$ cat src/inc/cbim_cfg.svh
/*
 Constants of the CAN buffer identifier map: register offsets, field
 positions, bit counts and reset values. Included by the package and
 the design; assumes one 10 MHz clock.
*/
// Functional notes
// - extended format holds 29-bit identifier, sent most significant bit first.
// - standard format holds 11-bit identifier, sent top bit first.
// - smallest identifier value has highest arbitration priority, both formats.
// - extended byte two carries identifier bits 14 to 7.
// - extended byte three carries identifier bits 6 to 0, then remote flag.
// - standard byte zero carries identifier bits 10 to 3.
// - standard byte one: identifier bits 2 to 0, remote flag, format zero.
// - standard unused bytes two, three and low bits read undefined.
// - remote flag is 0 for data frame, 1 for remote frame.
// - receive buffer stores received remote flag for an answering frame.
// - transmit buffer sends remote flag exactly as software wrote it.
// - receive buffer sets format flag from the received frame.
// - transmit buffer picks standard or extended sending by format flag.
// - format flag is 0 for 11-bit, 1 for 29-bit identifiers.
// - extended bytes zero and one carry bits 28 to 15, substitute and format.
// - identifier contents are undefined after reset.
`ifndef CBIM_CFG_SVH
`define CBIM_CFG_SVH
`define CBIM_OFF_B0 3'h0
`define CBIM_OFF_B3 3'h3
`define CBIM_OFF_CTRL 3'h4
`define CBIM_OFF_STAT 3'h5
`define CBIM_RST8 8'h00
`define CBIM_BIT_DIV 4'hA
`define CBIM_EXT_LAST 5'h1F
`define CBIM_STD_LAST 5'h0C
`define CBIM_IDE_BIT 3
`define CBIM_STD_RTR_BIT 4
`define CBIM_EXT_RTR_BIT 0
`define CBIM_C_TX 0
`define CBIM_C_GO 1
`define CBIM_C_CLR 2
`define CBIM_STD_PAD 18'h00000
`endif

$ cat src/inc/cbim_pkg.sv
/*
 Types of the CAN buffer identifier map.
 Assumes the protocol engine shares the block clock.
*/
`include "cbim_cfg.svh"
package cbim_pkg;
   typedef struct packed {
      logic valid;
      logic ide;
      logic srr;
      logic rtr;
      logic [28:0] id;
   } cbim_rx_hdr_t;
   typedef enum logic {CBIM_IDLE, CBIM_SEND} cbim_state_t;
endpackage

$ cat src/hw/cbim_top.sv
/*
 Identifier section of one CAN message buffer: four byte registers,
 a control and a status register, the arbitration field sender and the
 receive store. Assumes a protocol engine on the same clock delivering
 received headers, and the CAN bus level arriving asynchronously.
*/
`timescale 1ns/1ps
`include "cbim_cfg.svh"
module cbim_top
   import cbim_pkg::*;
(
   input wire logic i_clock, // 10 MHz
   input wire logic i_rst_n, // async reset, low
   input wire logic [2:0] i_addr, // register offset
   input wire logic [7:0] i_wdata, // write data
   input wire logic i_wr, // write strobe
   input wire logic i_rd, // read strobe
   input wire cbim_rx_hdr_t i_rx, // received header
   input wire logic i_bus_bit, // bus level, async
   output logic [7:0] o_rdata, // read data, next cycle
   output logic o_tx_bit, // arbitration bit out
   output logic o_tx_active, // sending
   output logic o_tx_done, // field sent, pulse
   output logic o_lost, // arbitration lost, pulse
   output logic [28:0] o_prio_key // smaller wins
);
   logic rst_a;
   logic rst_q;
   logic s1;
   logic s2;
   logic s3;
   logic bus_lvl;
   logic tx_mode;
   logic lost_f;
   logic done_f;
   logic rx_new;
   logic [3:0] div;
   logic [4:0] cnt;
   logic [4:0] last;
   logic [31:0] sh;
   cbim_state_t state;
   cbim_state_t next_state;
   logic [7:0] idb [0:3];
   logic [7:0] rx_val [0:3];
   logic [7:0] next_rdata;
   logic [7:0] stat_byte;

   // reset release through two flops
   always_ff @(posedge i_clock or negedge i_rst_n)
   begin
      if (!i_rst_n)
      begin
         rst_a <= 1'b0;
         rst_q <= 1'b0;
      end
      else
      begin
         rst_a <= 1'b1;
         rst_q <= rst_a;
      end
   end

   // bus level: three flops, change taken when last two agree
   always_ff @(posedge i_clock or negedge rst_q)
   begin
      if (!rst_q)
      begin
         s1 <= 1'b1;
         s2 <= 1'b1;
         s3 <= 1'b1;
         bus_lvl <= 1'b1;
      end
      else
      begin
         s1 <= i_bus_bit;
         s2 <= s1;
         s3 <= s2;
         if (s2 == s3)
            bus_lvl <= s3;
      end
   end

   wire busy = (state == CBIM_SEND);
   wire is_id = (i_addr <= `CBIM_OFF_B3);
   wire ctrl_wr = i_wr && (i_addr == `CBIM_OFF_CTRL);
   // receive buffers ignore identifier writes; no writes mid-frame
   wire id_wr = i_wr && is_id && tx_mode && !busy;
   wire go = ctrl_wr && i_wdata[`CBIM_C_GO] && tx_mode && !busy;
   wire take = i_rx.valid && !tx_mode;
   wire clr_new = ctrl_wr && i_wdata[`CBIM_C_CLR];
   wire tick = busy && (div == `CBIM_BIT_DIV);
   wire ide = idb[1][`CBIM_IDE_BIT];
   // recessive out but dominant seen: a smaller identifier won
   wire lose = tick && o_tx_bit && !bus_lvl;
   wire fin = tick && !lose && (cnt == last);

   // receive store layout per format
   assign rx_val[0] = i_rx.ide ? i_rx.id[28:21] : i_rx.id[10:3];
   assign rx_val[1] = i_rx.ide ?
      {i_rx.id[20:18], i_rx.srr, 1'b1, i_rx.id[17:15]} :
      {i_rx.id[2:0], i_rx.rtr, 1'b0, 3'h0};
   assign rx_val[2] = i_rx.id[14:7];
   assign rx_val[3] = {i_rx.id[6:0], i_rx.rtr};

   // identifier bytes live in plain storage with no reset
   generate
      for (genvar k = 0; k < 4; k++)
      begin : g_byte
         logic [7:0] q;
         // standard frames leave bytes two and three untouched
         wire rx_en = take && (i_rx.ide || (k < 2));
         wire wr_en = id_wr && (i_addr[1:0] == 2'(k));
         always_ff @(posedge i_clock)
         begin
            if (rx_en)
               q <= rx_val[k];
            else if (wr_en)
               q <= i_wdata;
         end
         assign idb[k] = q;
      end
   endgenerate

   assign stat_byte = {4'h0, rx_new, done_f, lost_f, busy};
   assign next_rdata = is_id ? idb[i_addr[1:0]] :
      (i_addr == `CBIM_OFF_CTRL) ? {7'h00, tx_mode} :
      (i_addr == `CBIM_OFF_STAT) ? stat_byte : `CBIM_RST8;

   always_ff @(posedge i_clock or negedge rst_q)
   begin
      if (!rst_q)
         o_rdata <= `CBIM_RST8;
      else if (i_rd)
         o_rdata <= next_rdata;
   end

   // control and sticky status; a set beats a same-cycle clear
   always_ff @(posedge i_clock or negedge rst_q)
   begin
      if (!rst_q)
      begin
         tx_mode <= 1'b0;
         lost_f <= 1'b0;
         done_f <= 1'b0;
         rx_new <= 1'b0;
      end
      else
      begin
         if (ctrl_wr && !busy)
            tx_mode <= i_wdata[`CBIM_C_TX];
         if (lose)
            lost_f <= 1'b1;
         else if (go)
            lost_f <= 1'b0;
         if (fin)
            done_f <= 1'b1;
         else if (go)
            done_f <= 1'b0;
         if (take)
            rx_new <= 1'b1;
         else if (clr_new)
            rx_new <= 1'b0;
      end
   end

   always_comb
   begin
      next_state = state;
      case (state)
         CBIM_IDLE:
            if (go)
               next_state = CBIM_SEND;
         CBIM_SEND:
            if (lose || fin)
               next_state = CBIM_IDLE;
         default:
            next_state = CBIM_IDLE;
      endcase
   end

   // arbitration field sender: byte order equals bus order
   always_ff @(posedge i_clock or negedge rst_q)
   begin
      if (!rst_q)
      begin
         state <= CBIM_IDLE;
         div <= 4'h0;
         cnt <= 5'h00;
         last <= 5'h00;
         sh <= 32'h00000000;
         o_tx_bit <= 1'b1;
         o_tx_active <= 1'b0;
         o_tx_done <= 1'b0;
         o_lost <= 1'b0;
      end
      else
      begin
         state <= next_state;
         o_tx_done <= fin;
         o_lost <= lose;
         if (go)
         begin
            // 32 bits extended, 13 standard, top bit first
            sh <= {idb[0], idb[1], idb[2], idb[3]};
            last <= ide ? `CBIM_EXT_LAST : `CBIM_STD_LAST;
            o_tx_bit <= idb[0][7];
            o_tx_active <= 1'b1;
            cnt <= 5'h00;
            div <= 4'h0;
         end
         else if (busy)
         begin
            div <= tick ? 4'h0 : div + 4'h1;
            if (lose || fin)
            begin
               o_tx_active <= 1'b0;
               o_tx_bit <= 1'b1;
            end
            else if (tick)
            begin
               sh <= {sh[30:0], 1'b0};
               o_tx_bit <= sh[30];
               cnt <= cnt + 5'h01;
            end
         end
      end
   end

   // standard identifiers placed at the top so one compare serves both
   always_ff @(posedge i_clock or negedge rst_q)
   begin
      if (!rst_q)
         o_prio_key <= 29'h00000000;
      else if (ide)
         o_prio_key <= {idb[0], idb[1][7:5], idb[1][2:0], idb[2], idb[3][7:1]};
      else
         o_prio_key <= {idb[0], idb[1][7:5], `CBIM_STD_PAD};
   end
endmodule

$ cat config.mk
export PLATFORM = sky130hd
export DESIGN_NAME = cbim_top
export DESIGN_NICKNAME = d
export VERILOG_FILES = /design/src/inc/cbim_pkg.sv /design/src/hw/cbim_top.sv
export VERILOG_INCLUDE_DIRS = /design/src /design/src/inc
export SDC_FILE = /design/constraint.sdc
export NUM_CORES = 1
export LEC_CHECK = 0
export ABC_AREA = 1
export BUFFER_PORTS_ARGS = -buffer_cell sky130_fd_sc_hd__buf_2
export CAP_MARGIN = 20
export CORE_MARGIN = 10
export CORE_UTILIZATION = 35
export CTS_CLUSTER_DIAMETER = 60
export DETAILED_ROUTE_END_ITERATION = 10
export GPL_TIMING_DRIVEN = 0
export SYNTH_ARGS = -nofsm -noshare
export SYNTH_HDL_FRONTEND = slang
export SYNTH_SLANG_ARGS = --single-unit
$ cat constraint.sdc
create_clock -name i_clock -period 3.8 [get_ports i_clock]
set_input_delay 0.57 -clock i_clock [delete_from_list [all_inputs] [get_ports i_clock]]
set_output_delay 0.57 -clock i_clock [all_outputs]
set_load 0.02 [all_outputs]
* Word level (Yosys, flattened, before mapping)
Index checks and enable logic that the tools add are counted.
** Storage, ports and cells
- Bits in registers :: 129
- Bits of input ports :: 49
- Output and inout bits :: 41
- Word-level logic and storage cells :: 124
** Operators by class
- Add/sub/neg operators :: 2
- Order comparisons :: 2
- Eq/ne operators :: 9
- Mux-type cells :: 44
- Bitwise operators :: 2
- Reductions and logical operators :: 40
** Operators with widths (count)
- 31-bit 2-to-1 mux :: 4
- 8-bit 2-to-1 mux :: 13
- 5-bit 2-to-1 mux :: 5
- 1-bit logical AND :: 20
- 4-bit 2-to-1 mux :: 5
- 2-bit nonzero test :: 10
- 18-bit 2-to-1 mux :: 1
- 8-bit binary-select mux with 2-bit select :: 1
- 1-bit 2-to-1 mux :: 14
- 3-bit == test, second input constant :: 2
- 5-bit by 1-bit adder with 5-bit output, second input constant :: 1
- 5-bit == test :: 1
- 4-bit by 1-bit adder with 4-bit output, second input constant :: 1
- 2-bit == test, second input constant :: 2
- 4-bit == test, second input constant :: 1
- 1-bit zero test :: 4
- 2-bit AND reduction :: 2
- 3-bit greater-or-equal comparator, second input constant :: 1
- 3-bit by 2-bit less-or-equal comparator with 1-bit output, second input constant :: 1
- 2-bit NOT with 3-bit output :: 1
- 3-bit AND reduction :: 1
- 3-bit nonzero test :: 1
- 2-bit by 1-bit == test with 1-bit output, second input constant :: 1
- 2-bit zero test :: 1
- 5 further kinds :: 5

* Logic depth before layout (Yosys ltp)
Gate-level depths: netlist of run 1.
- Depth in word-level cells :: 11
- Depth in mapped cells :: 13
- Gate-level depth less buffers :: 11

* Least setup slack after synthesis of run 1
Ideal clock, no wire load.
- Kind :: input-to-reg
- Start :: input i_rx[32] (netlist bit)
- End :: register g_byte[3].q[0] (enable)
- Library setup time :: 0.357 ns
- Arrival time :: 1.509 ns
- Required time :: 3.443 ns
- Path slack :: 1.934 ns
- Stages on the path :: 5
- Path buffers :: 1
- Path through :: nand2_1 > inv_1 > nand2_1 > clkbuf_1 > o21ai_0
** On the way
- Cells in the longest elaborated chain, start to end :: 3
** RTL lines
- start: declaration :: RTL line cbim_top.sv:18 : input wire cbim_rx_hdr_t i_rx,
- 1-bit logical AND :: RTL line cbim_top.sv:89 : wire take = i_rx.valid && !tx_mode;
- 1-bit logical AND :: RTL line cbim_top.sv:111 : wire rx_en = take && (i_rx.ide || (k < 2));
- 2-bit nonzero test (no line)
- end signal: assignment :: RTL line cbim_top.sv:116 : q <= rx_val[k];
- end signal: assignment :: RTL line cbim_top.sv:118 : q <= i_wdata;
- end: declaration :: RTL line cbim_top.sv:109 : logic [7:0] q;
Every way passes these cells.
A chain may end at the register's enable or synchronous reset.

* Worst setup path after layout of run 1
- Start :: register tx_mode
- End :: register g_byte[3].q[6] (enable)
** On the way
- Cells in the longest elaborated chain, start to end :: 4
- Elaborated cells between the ends (all ways) :: 7
- Those cells by class :: reduce/logical (7)
** RTL lines
- start: declaration :: RTL line cbim_top.sv:33 : logic tx_mode;
- start signal: assignment :: RTL line cbim_top.sv:150 : tx_mode <= i_wdata[`CBIM_C_TX];
- 1-bit zero test or 1-bit logical AND (tied branches) :: RTL line cbim_top.sv:89, cbim_top.sv:87
- 1-bit logical AND, on equally long branches :: RTL line cbim_top.sv:89, cbim_top.sv:87
- 1-bit logical AND, on equally long branches :: RTL line cbim_top.sv:111, cbim_top.sv:112
- 2-bit nonzero test (no line) *
Every way passes the cells marked *; elsewhere a longest branch is shown, timed or not.

==> impl_metrics.json, run 1 <==
{
  "status": "completed",
  "cp.required_ps": 3820,
  "ys_seq_area_share_pct": 58.8,
  "syn_nets": 706,
  "pwr-share-comb_pct": 21.1,
  "firstDrtPassIters": 5,
  "final_nets": 818,
  "rrSetupSlack_ps": 1640,
  "grt_overflow": 0,
  "die-width_microns": 147,
  "synth_cell_types": 30,
  "cp_max_fo": 10,
  "internal-power_w": 0.00293,
  "pre_cts_slack_ps": 1420,
  "wl_per_cell_microns": 14.9,
  "syn_inst": 654,
  "maxSlewHeadroom_pct": 30.9,
  "use_met1_pct": 17.8,
  "rsz0062_at_grt": "false",
  "placed_area_sq_um": 6410,
  "p_switching_w": 0.00141,
  "grt_busiest_layer": "met2",
  "io_pins": 90,
  "crit_type": "flip-flop to flip-flop",
  "ant_nets": 0,
  "setup_ws_ps": 1640,
  "grt_max_degree": 50,
  "cts_setup_buffers": 0,
  "vias_per_cell": 4.58,
  "ys_seq_elements": 126,
  "total_power_w": 0.00434,
  "sequentialPowerShare_pct": 44.5,
  "drtIter0Drc": 361,
  "final_cell_mix": "302 x nand2_1, 91 x buf_2, 88 x dfrtp_1",
  "synth-main-ff-cell": "dfrtp_1",
  "synth.avg_cell_area_sq_um": 8.63,
  "worstReg2RegEnd": "g_byte[3].q[6]",
  "start_util_pct": 35.7,
  "clock_latency_ps": 410,
  "coreArea_sq_um": 15800,
  "clk_path_buf_depth": 2,
  "finalCritPeriodShare_pct": 56.9,
  "hold_path_class": "input port to flip-flop",
  "layout_commonest_cell": "nand2_1",
  "drc": 0,
  "drive_gt1_share_pct": 19.3,
  "cts_tree": "done",
  "reg2reg_from": "tx_mode",
  "holdPathStages": 1,
  "start_kind": "flip-flop",
  "hpwl_microns": 11400,
  "diodes": 0,
  "syn-cell-area_sq_um": 5650,
  "grt_use_met3_pct": 3.99,
  "crit_arrival_ps": 2190,
  "vdd_ir_drop_max_v": 0.000328,
  "p_leak_nw": 3.71,
  "tns_ps": 0,
  "cts-root-buf": "clkbuf_16",
  "portBuffers": 88,
  "htreeDepth": 4,
  "yosys_warnings": 0,
  "swShare_pct": 32.4,
  "area_growth_pct": 23.4,
  "setup_viol": 0,
  "grt_pass1_vias": 4652,
  "cts_sinks": 126,
  "worstHoldEndpoint": "s1",
  "cts_buffers": 17,
  "skew_ps": 6.89,
  "num_rows": 46,
  "antenna_found_initial": 0,
  "critical_path.endpoint_type": "flip-flop",
  "synth_edf_count": 32,
  "hp-start": "i_bus_bit",
  "die_y_microns": 147,
  "tightest_slew_ps": 1030,
  "fmax_ghz": 0.463,
  "place.gp.congestion": 0.919,
  "synthArstFlopShare_pct": 74.6,
  "min_period_ps": 2160,
  "cts.clk_slew.worst_paths_ps": 60,
  "report.final.slew_viol_count": 0,
  "vias": 4558,
  "drt-total-wl_microns": 14800,
  "reg2reg_depth": 6,
  "fin_hold_ws_ps": 256,
  "fin_area_sq_um": 6970,
  "pwr-share-clk_pct": 34.5,
  "cap_viol_max_count": 0,
  "dieArea_sq_um": 21600,
  "powerDensity_nw_per_um2": 622,
  "nFillCells": 1564,
  "hold_violations": 0,
  "grt_pass1_wl_microns": 23900,
  "use_met2_pct": 21.0,
  "track_usage_pct": 13.9
}
-- registers in the layout (all words and copies together), names as in the netlist, 2 cells and up --
| register | flops |
|---|---|
| cnt | 5 |
| div | 4 |
| o_rdata | 8 |
| o_prio_key | 29 |
| sh | 31 |
| last | 2 |
| g_byte.q | 32 |
-- cell families after synthesis --
logic type / synth area share (%)
simple gates: 25.5
compound gates: 7.00
buf+inv: 7.33
fa+ha+maj: 0.842
flops: 58.8
xor+xnor: 0.465
other cells: 0.0664
-- layer usage --
layer,vias to the layer above,wire (microns)
met5,-,0
met4,0,492
met3,28,835
met2,149,6430
met1,2103,7050
li1,2278,-
-- critical path: stages (launching register included) --
cell and delay [ps]:
dfrtp_1 360, inv_1 80, nand2_1 200, inv_1 150
nand2_1 170, clkbuf_1 330, o21ai_0 470
-- worst max path at each step --
stage	slack [ps]	depth (start not counted)	from	endpoint
floorplan	1000	0	rst_q	busy
global placement	-160	0	rst_q	o_prio_key[16]
detailed placement	1420	6	i_rx[32]	g_byte[3].q[6]
CTS	1640	6	tx_mode	g_byte[3].q[4]
global route	1440	6	tx_mode	g_byte[3].q[6]
finish	1640	6	tx_mode	g_byte[3].q[6]
-- power by group through the flow --
stage               clock network [W]  registers [W]  logic [W]
finish                        0.00149        0.00193   0.000914
global route                  0.00158        0.00196    0.00104
CTS                           0.00153        0.00193   0.000926
detailed placement                  0        0.00195   0.000920
global placement                    0        0.00196   0.000883
floorplan                           0        0.00199   0.000513
-- per-stage QoR --
step / instances / util, %
after CTS: 995 / 44.0
after global routing: 995 / 44.0
after global placement: 958 / 40.2
after detailed placement: 962 / 40.5
after floorplan: 654 / -
final: 995 / 44.0
-- cell usage after synthesis (2+ instances only) --
library cell	instances	area share, %
nor2_2	2	0.22
buf_4	2	0.27
o31ai_1	2	0.27
nand2_1	302	20
dfstp_2	5	2.3
nand3b_1	2	0.27
a22oi_1	8	1.1
ha_1	3	0.66
o21ai_0	46	4.1
buf_6	11	2.2
clkbuf_1	10	0.66
xor2_1	3	0.47
nand4_1	4	0.44
nor2_1	24	1.6
nand3_1	23	2.0
dfrtp_1	89	39
a21oi_1	15	1.3
edfxtp_1	32	17
inv_1	60	4.0
-- timing repair --
action,4_1_cts,5_1_grt
gates resized for setup,0,0
endpoints found under the hold margin,2,0
hold buffers,1,0
-- layout make-up --
type	count	area, sq um	area share [%]
tap	216	270	3.88
sequential	126	3320	47.7
multi-input combinational	442	1910	27.5
timing repair buffer	93	495	7.11
inverter	62	233	3.34
clock buffer	18	429	6.16
clock inverter	14	120	1.72
buffer	24	181	2.60
No activity file was read; power rests on OpenSTA's default activity.
==> run 2: changes to the inputs <==
clock period = 2.03 ns   (was 3.8 ns; I/O delays follow)
==> run 2 against run 1 <==
  * Setup slack got worse by 1500 ps
  * Largest cell class unchanged
  * Clock skew increased by 2.9 ps
  * Global-route usage increased by 0.52 points
  * First-iteration DRC count decreased by 22%
==> impl_metrics.json, run 2 (same netlist as run 1, synthesis figures left out) <==
{
  "die_y_microns": 147,
  "tightest_slew_ps": 578,
  "crit_arrival_ps": 2150,
  "diodes": 0,
  "grt_pass1_vias": 4669,
  "worstReg2RegEnd": "sh[3]",
  "rrSetupSlack_ps": 180,
  "grt_overflow": 0,
  "drive_gt1_share_pct": 20.4,
  "cts_tree": "done",
  "fin_hold_ws_ps": 149,
  "grt_max_degree": 57,
  "antenna_found_initial": 0,
  "track_usage_pct": 14.4,
  "ant_nets": 0,
  "wl_per_cell_microns": 15.1,
  "coreArea_sq_um": 15800,
  "drtIter0Drc": 280,
  "firstDrtPassIters": 5,
  "worstHoldEndpoint": "tx_mode",
  "min_period_ps": 1850,
  "hp-start": "i_wdata[0]",
  "io_pins": 90,
  "cpPeakStageDelay_ps": 390,
  "layout_commonest_cell": "nand2_1",
  "skew_ps": 9.78,
  "startpoint": "div[0]",
  "setup_viol": 0,
  "p_leak_nw": 3.77,
  "drt-total-wl_microns": 15100,
  "clk_path_buf_depth": 2,
  "fin_area_sq_um": 7050,
  "area_growth_pct": 24.9,
  "cpMaxStageDelayCell": "dfrtp_1",
  "final_cell_mix": "300 x nand2_1, 92 x buf_2, 88 x dfrtp_1",
  "hpwl_microns": 11600,
  "reg2reg_from": "div[0]",
  "vdd_ir_drop_max_v": 0.000634,
  "tns_ps": 0,
  "die-width_microns": 147,
  "finalCritPeriodShare_pct": 91.1,
  "placed_area_sq_um": 6400,
  "clock_latency_ps": 410,
  "grt_pass1_wl_microns": 24800,
  "start_kind": "flip-flop",
  "status": "completed",
  "reg2reg_depth": 13,
  "reg.largest.list": "g_byte.q: 32 flops, sh: 31 flops, o_prio_key: 29 flops",
  "maxSlewHeadroom_pct": 61.4,
  "hold_violations": 0,
  "fmax_ghz": 0.540,
  "rsz0062_at_grt": "false",
  "portBuffers": 88,
  "cts_buffers": 17,
  "regMostFlops": "g_byte.q",
  "vias": 4525,
  "cts.clk_slew.worst_paths_ps": 60,
  "drc": 0,
  "cp.required_ps": 2330,
  "place.gp.congestion": 0.865,
  "cts-root-buf": "clkbuf_16",
  "crit_type": "flip-flop to flip-flop",
  "report.final.slew_viol_count": 0,
  "cts_sinks": 126,
  "dieArea_sq_um": 21600,
  "holdPathStages": 3,
  "crit_chain": "inv_1 -> ha_1 -> nand2_1 -> inv_2 -> nand2_1 -> nor2_2 -> nand3_2 -> nand2_2 -> nand2_1 -> buf_4 -> buf_6 -> nand2_1 -> nand2_1",
  "cp_max_fo": 10,
  "powerDensity_nw_per_um2": 1190,
  "htreeDepth": 4,
  "num_rows": 46,
  "cpMostUsedCell": "nand2_1",
  "start_util_pct": 35.7,
  "final_nets": 820,
  "nFillCells": 1582,
  "vias_per_cell": 4.54,
  "cap_viol_max_count": 0,
  "largest_register_ffs": 32,
  "hold_path_class": "input port to flip-flop",
  "critical_path.endpoint_type": "flip-flop"
}
run 2: timing repair:
action / CTS / global route
hold endpoints to repair: 3 / 0
buffers inserted: 0 / 1
endpoints found under the setup margin: 13 / 12
gates resized for setup: 5 / 6
pin swaps: 0 / 1
hold buffers: 2 / 0
run 2: area by class of cell:
cell class                 count  area (sq um)  area share [%]
timing repair buffer          95           513            7.28
inverter                      62           233            3.30
multi-input combinational    442          1930            27.3
clock inverter                12           133            1.88
sequential                   126          3320            47.1
buffer                        24           184            2.61
clock buffer                  20           468            6.64
tap                          216           270            3.83
run 2: metrics by stage:
step / setup WS (ps) / total power, W / std cells / util, %
after detailed placement: -128 / 0.00538 / 962 / 40.5
after CTS: 64.3 / 0.00846 / 996 / 44.5
after floorplan: 253 / 0.00469 / 654 / -
after global placement: -187 / 0.00532 / 958 / 40.2
final: 180 / 0.00838 / 997 / 44.5
after global routing: 36.9 / 0.00887 / 997 / 44.5
run 2: worst max-delay path, delay by kind of cell, from the launching register on:
| family | cells | cell delay (ps) |
|---|---|---|
| simple gates | 8 | 700 |
| buf+inv | 4 | 490 |
| flops | 1 | 390 |
| fa+ha+maj | 1 | 150 |
run 2: per-layer routing:
metal  up-vias  global-route usage, %  routed length (microns)
met3        22                   4.24                      945
met2       138                   22.2                     6670
met1      2074                   18.5                     7110
met5         -                      0                        0
met4         0                   6.14                      342
li1       2291                      -                        -
run 2: worst max-delay path by stage:
stage	end	slack (ps)	cells after the start
after global placement	o_prio_key[16]	-190	0
after global routing	sh[29]	40	13
after detailed placement	g_byte[3].q[6]	-130	6
after floorplan	g_byte[0].q[0]	250	4
final	sh[3]	180	13
after CTS	g_byte[2].q[2]	60	7
run 2: where the power goes:
part / leakage (nW) / switching (W) / internal [W]
clock: 0.296 / 0.00112 / 0.00192
combinational: 1.97 / 0.00114 / 0.000596
sequential: 1.50 / 0.000384 / 0.00322
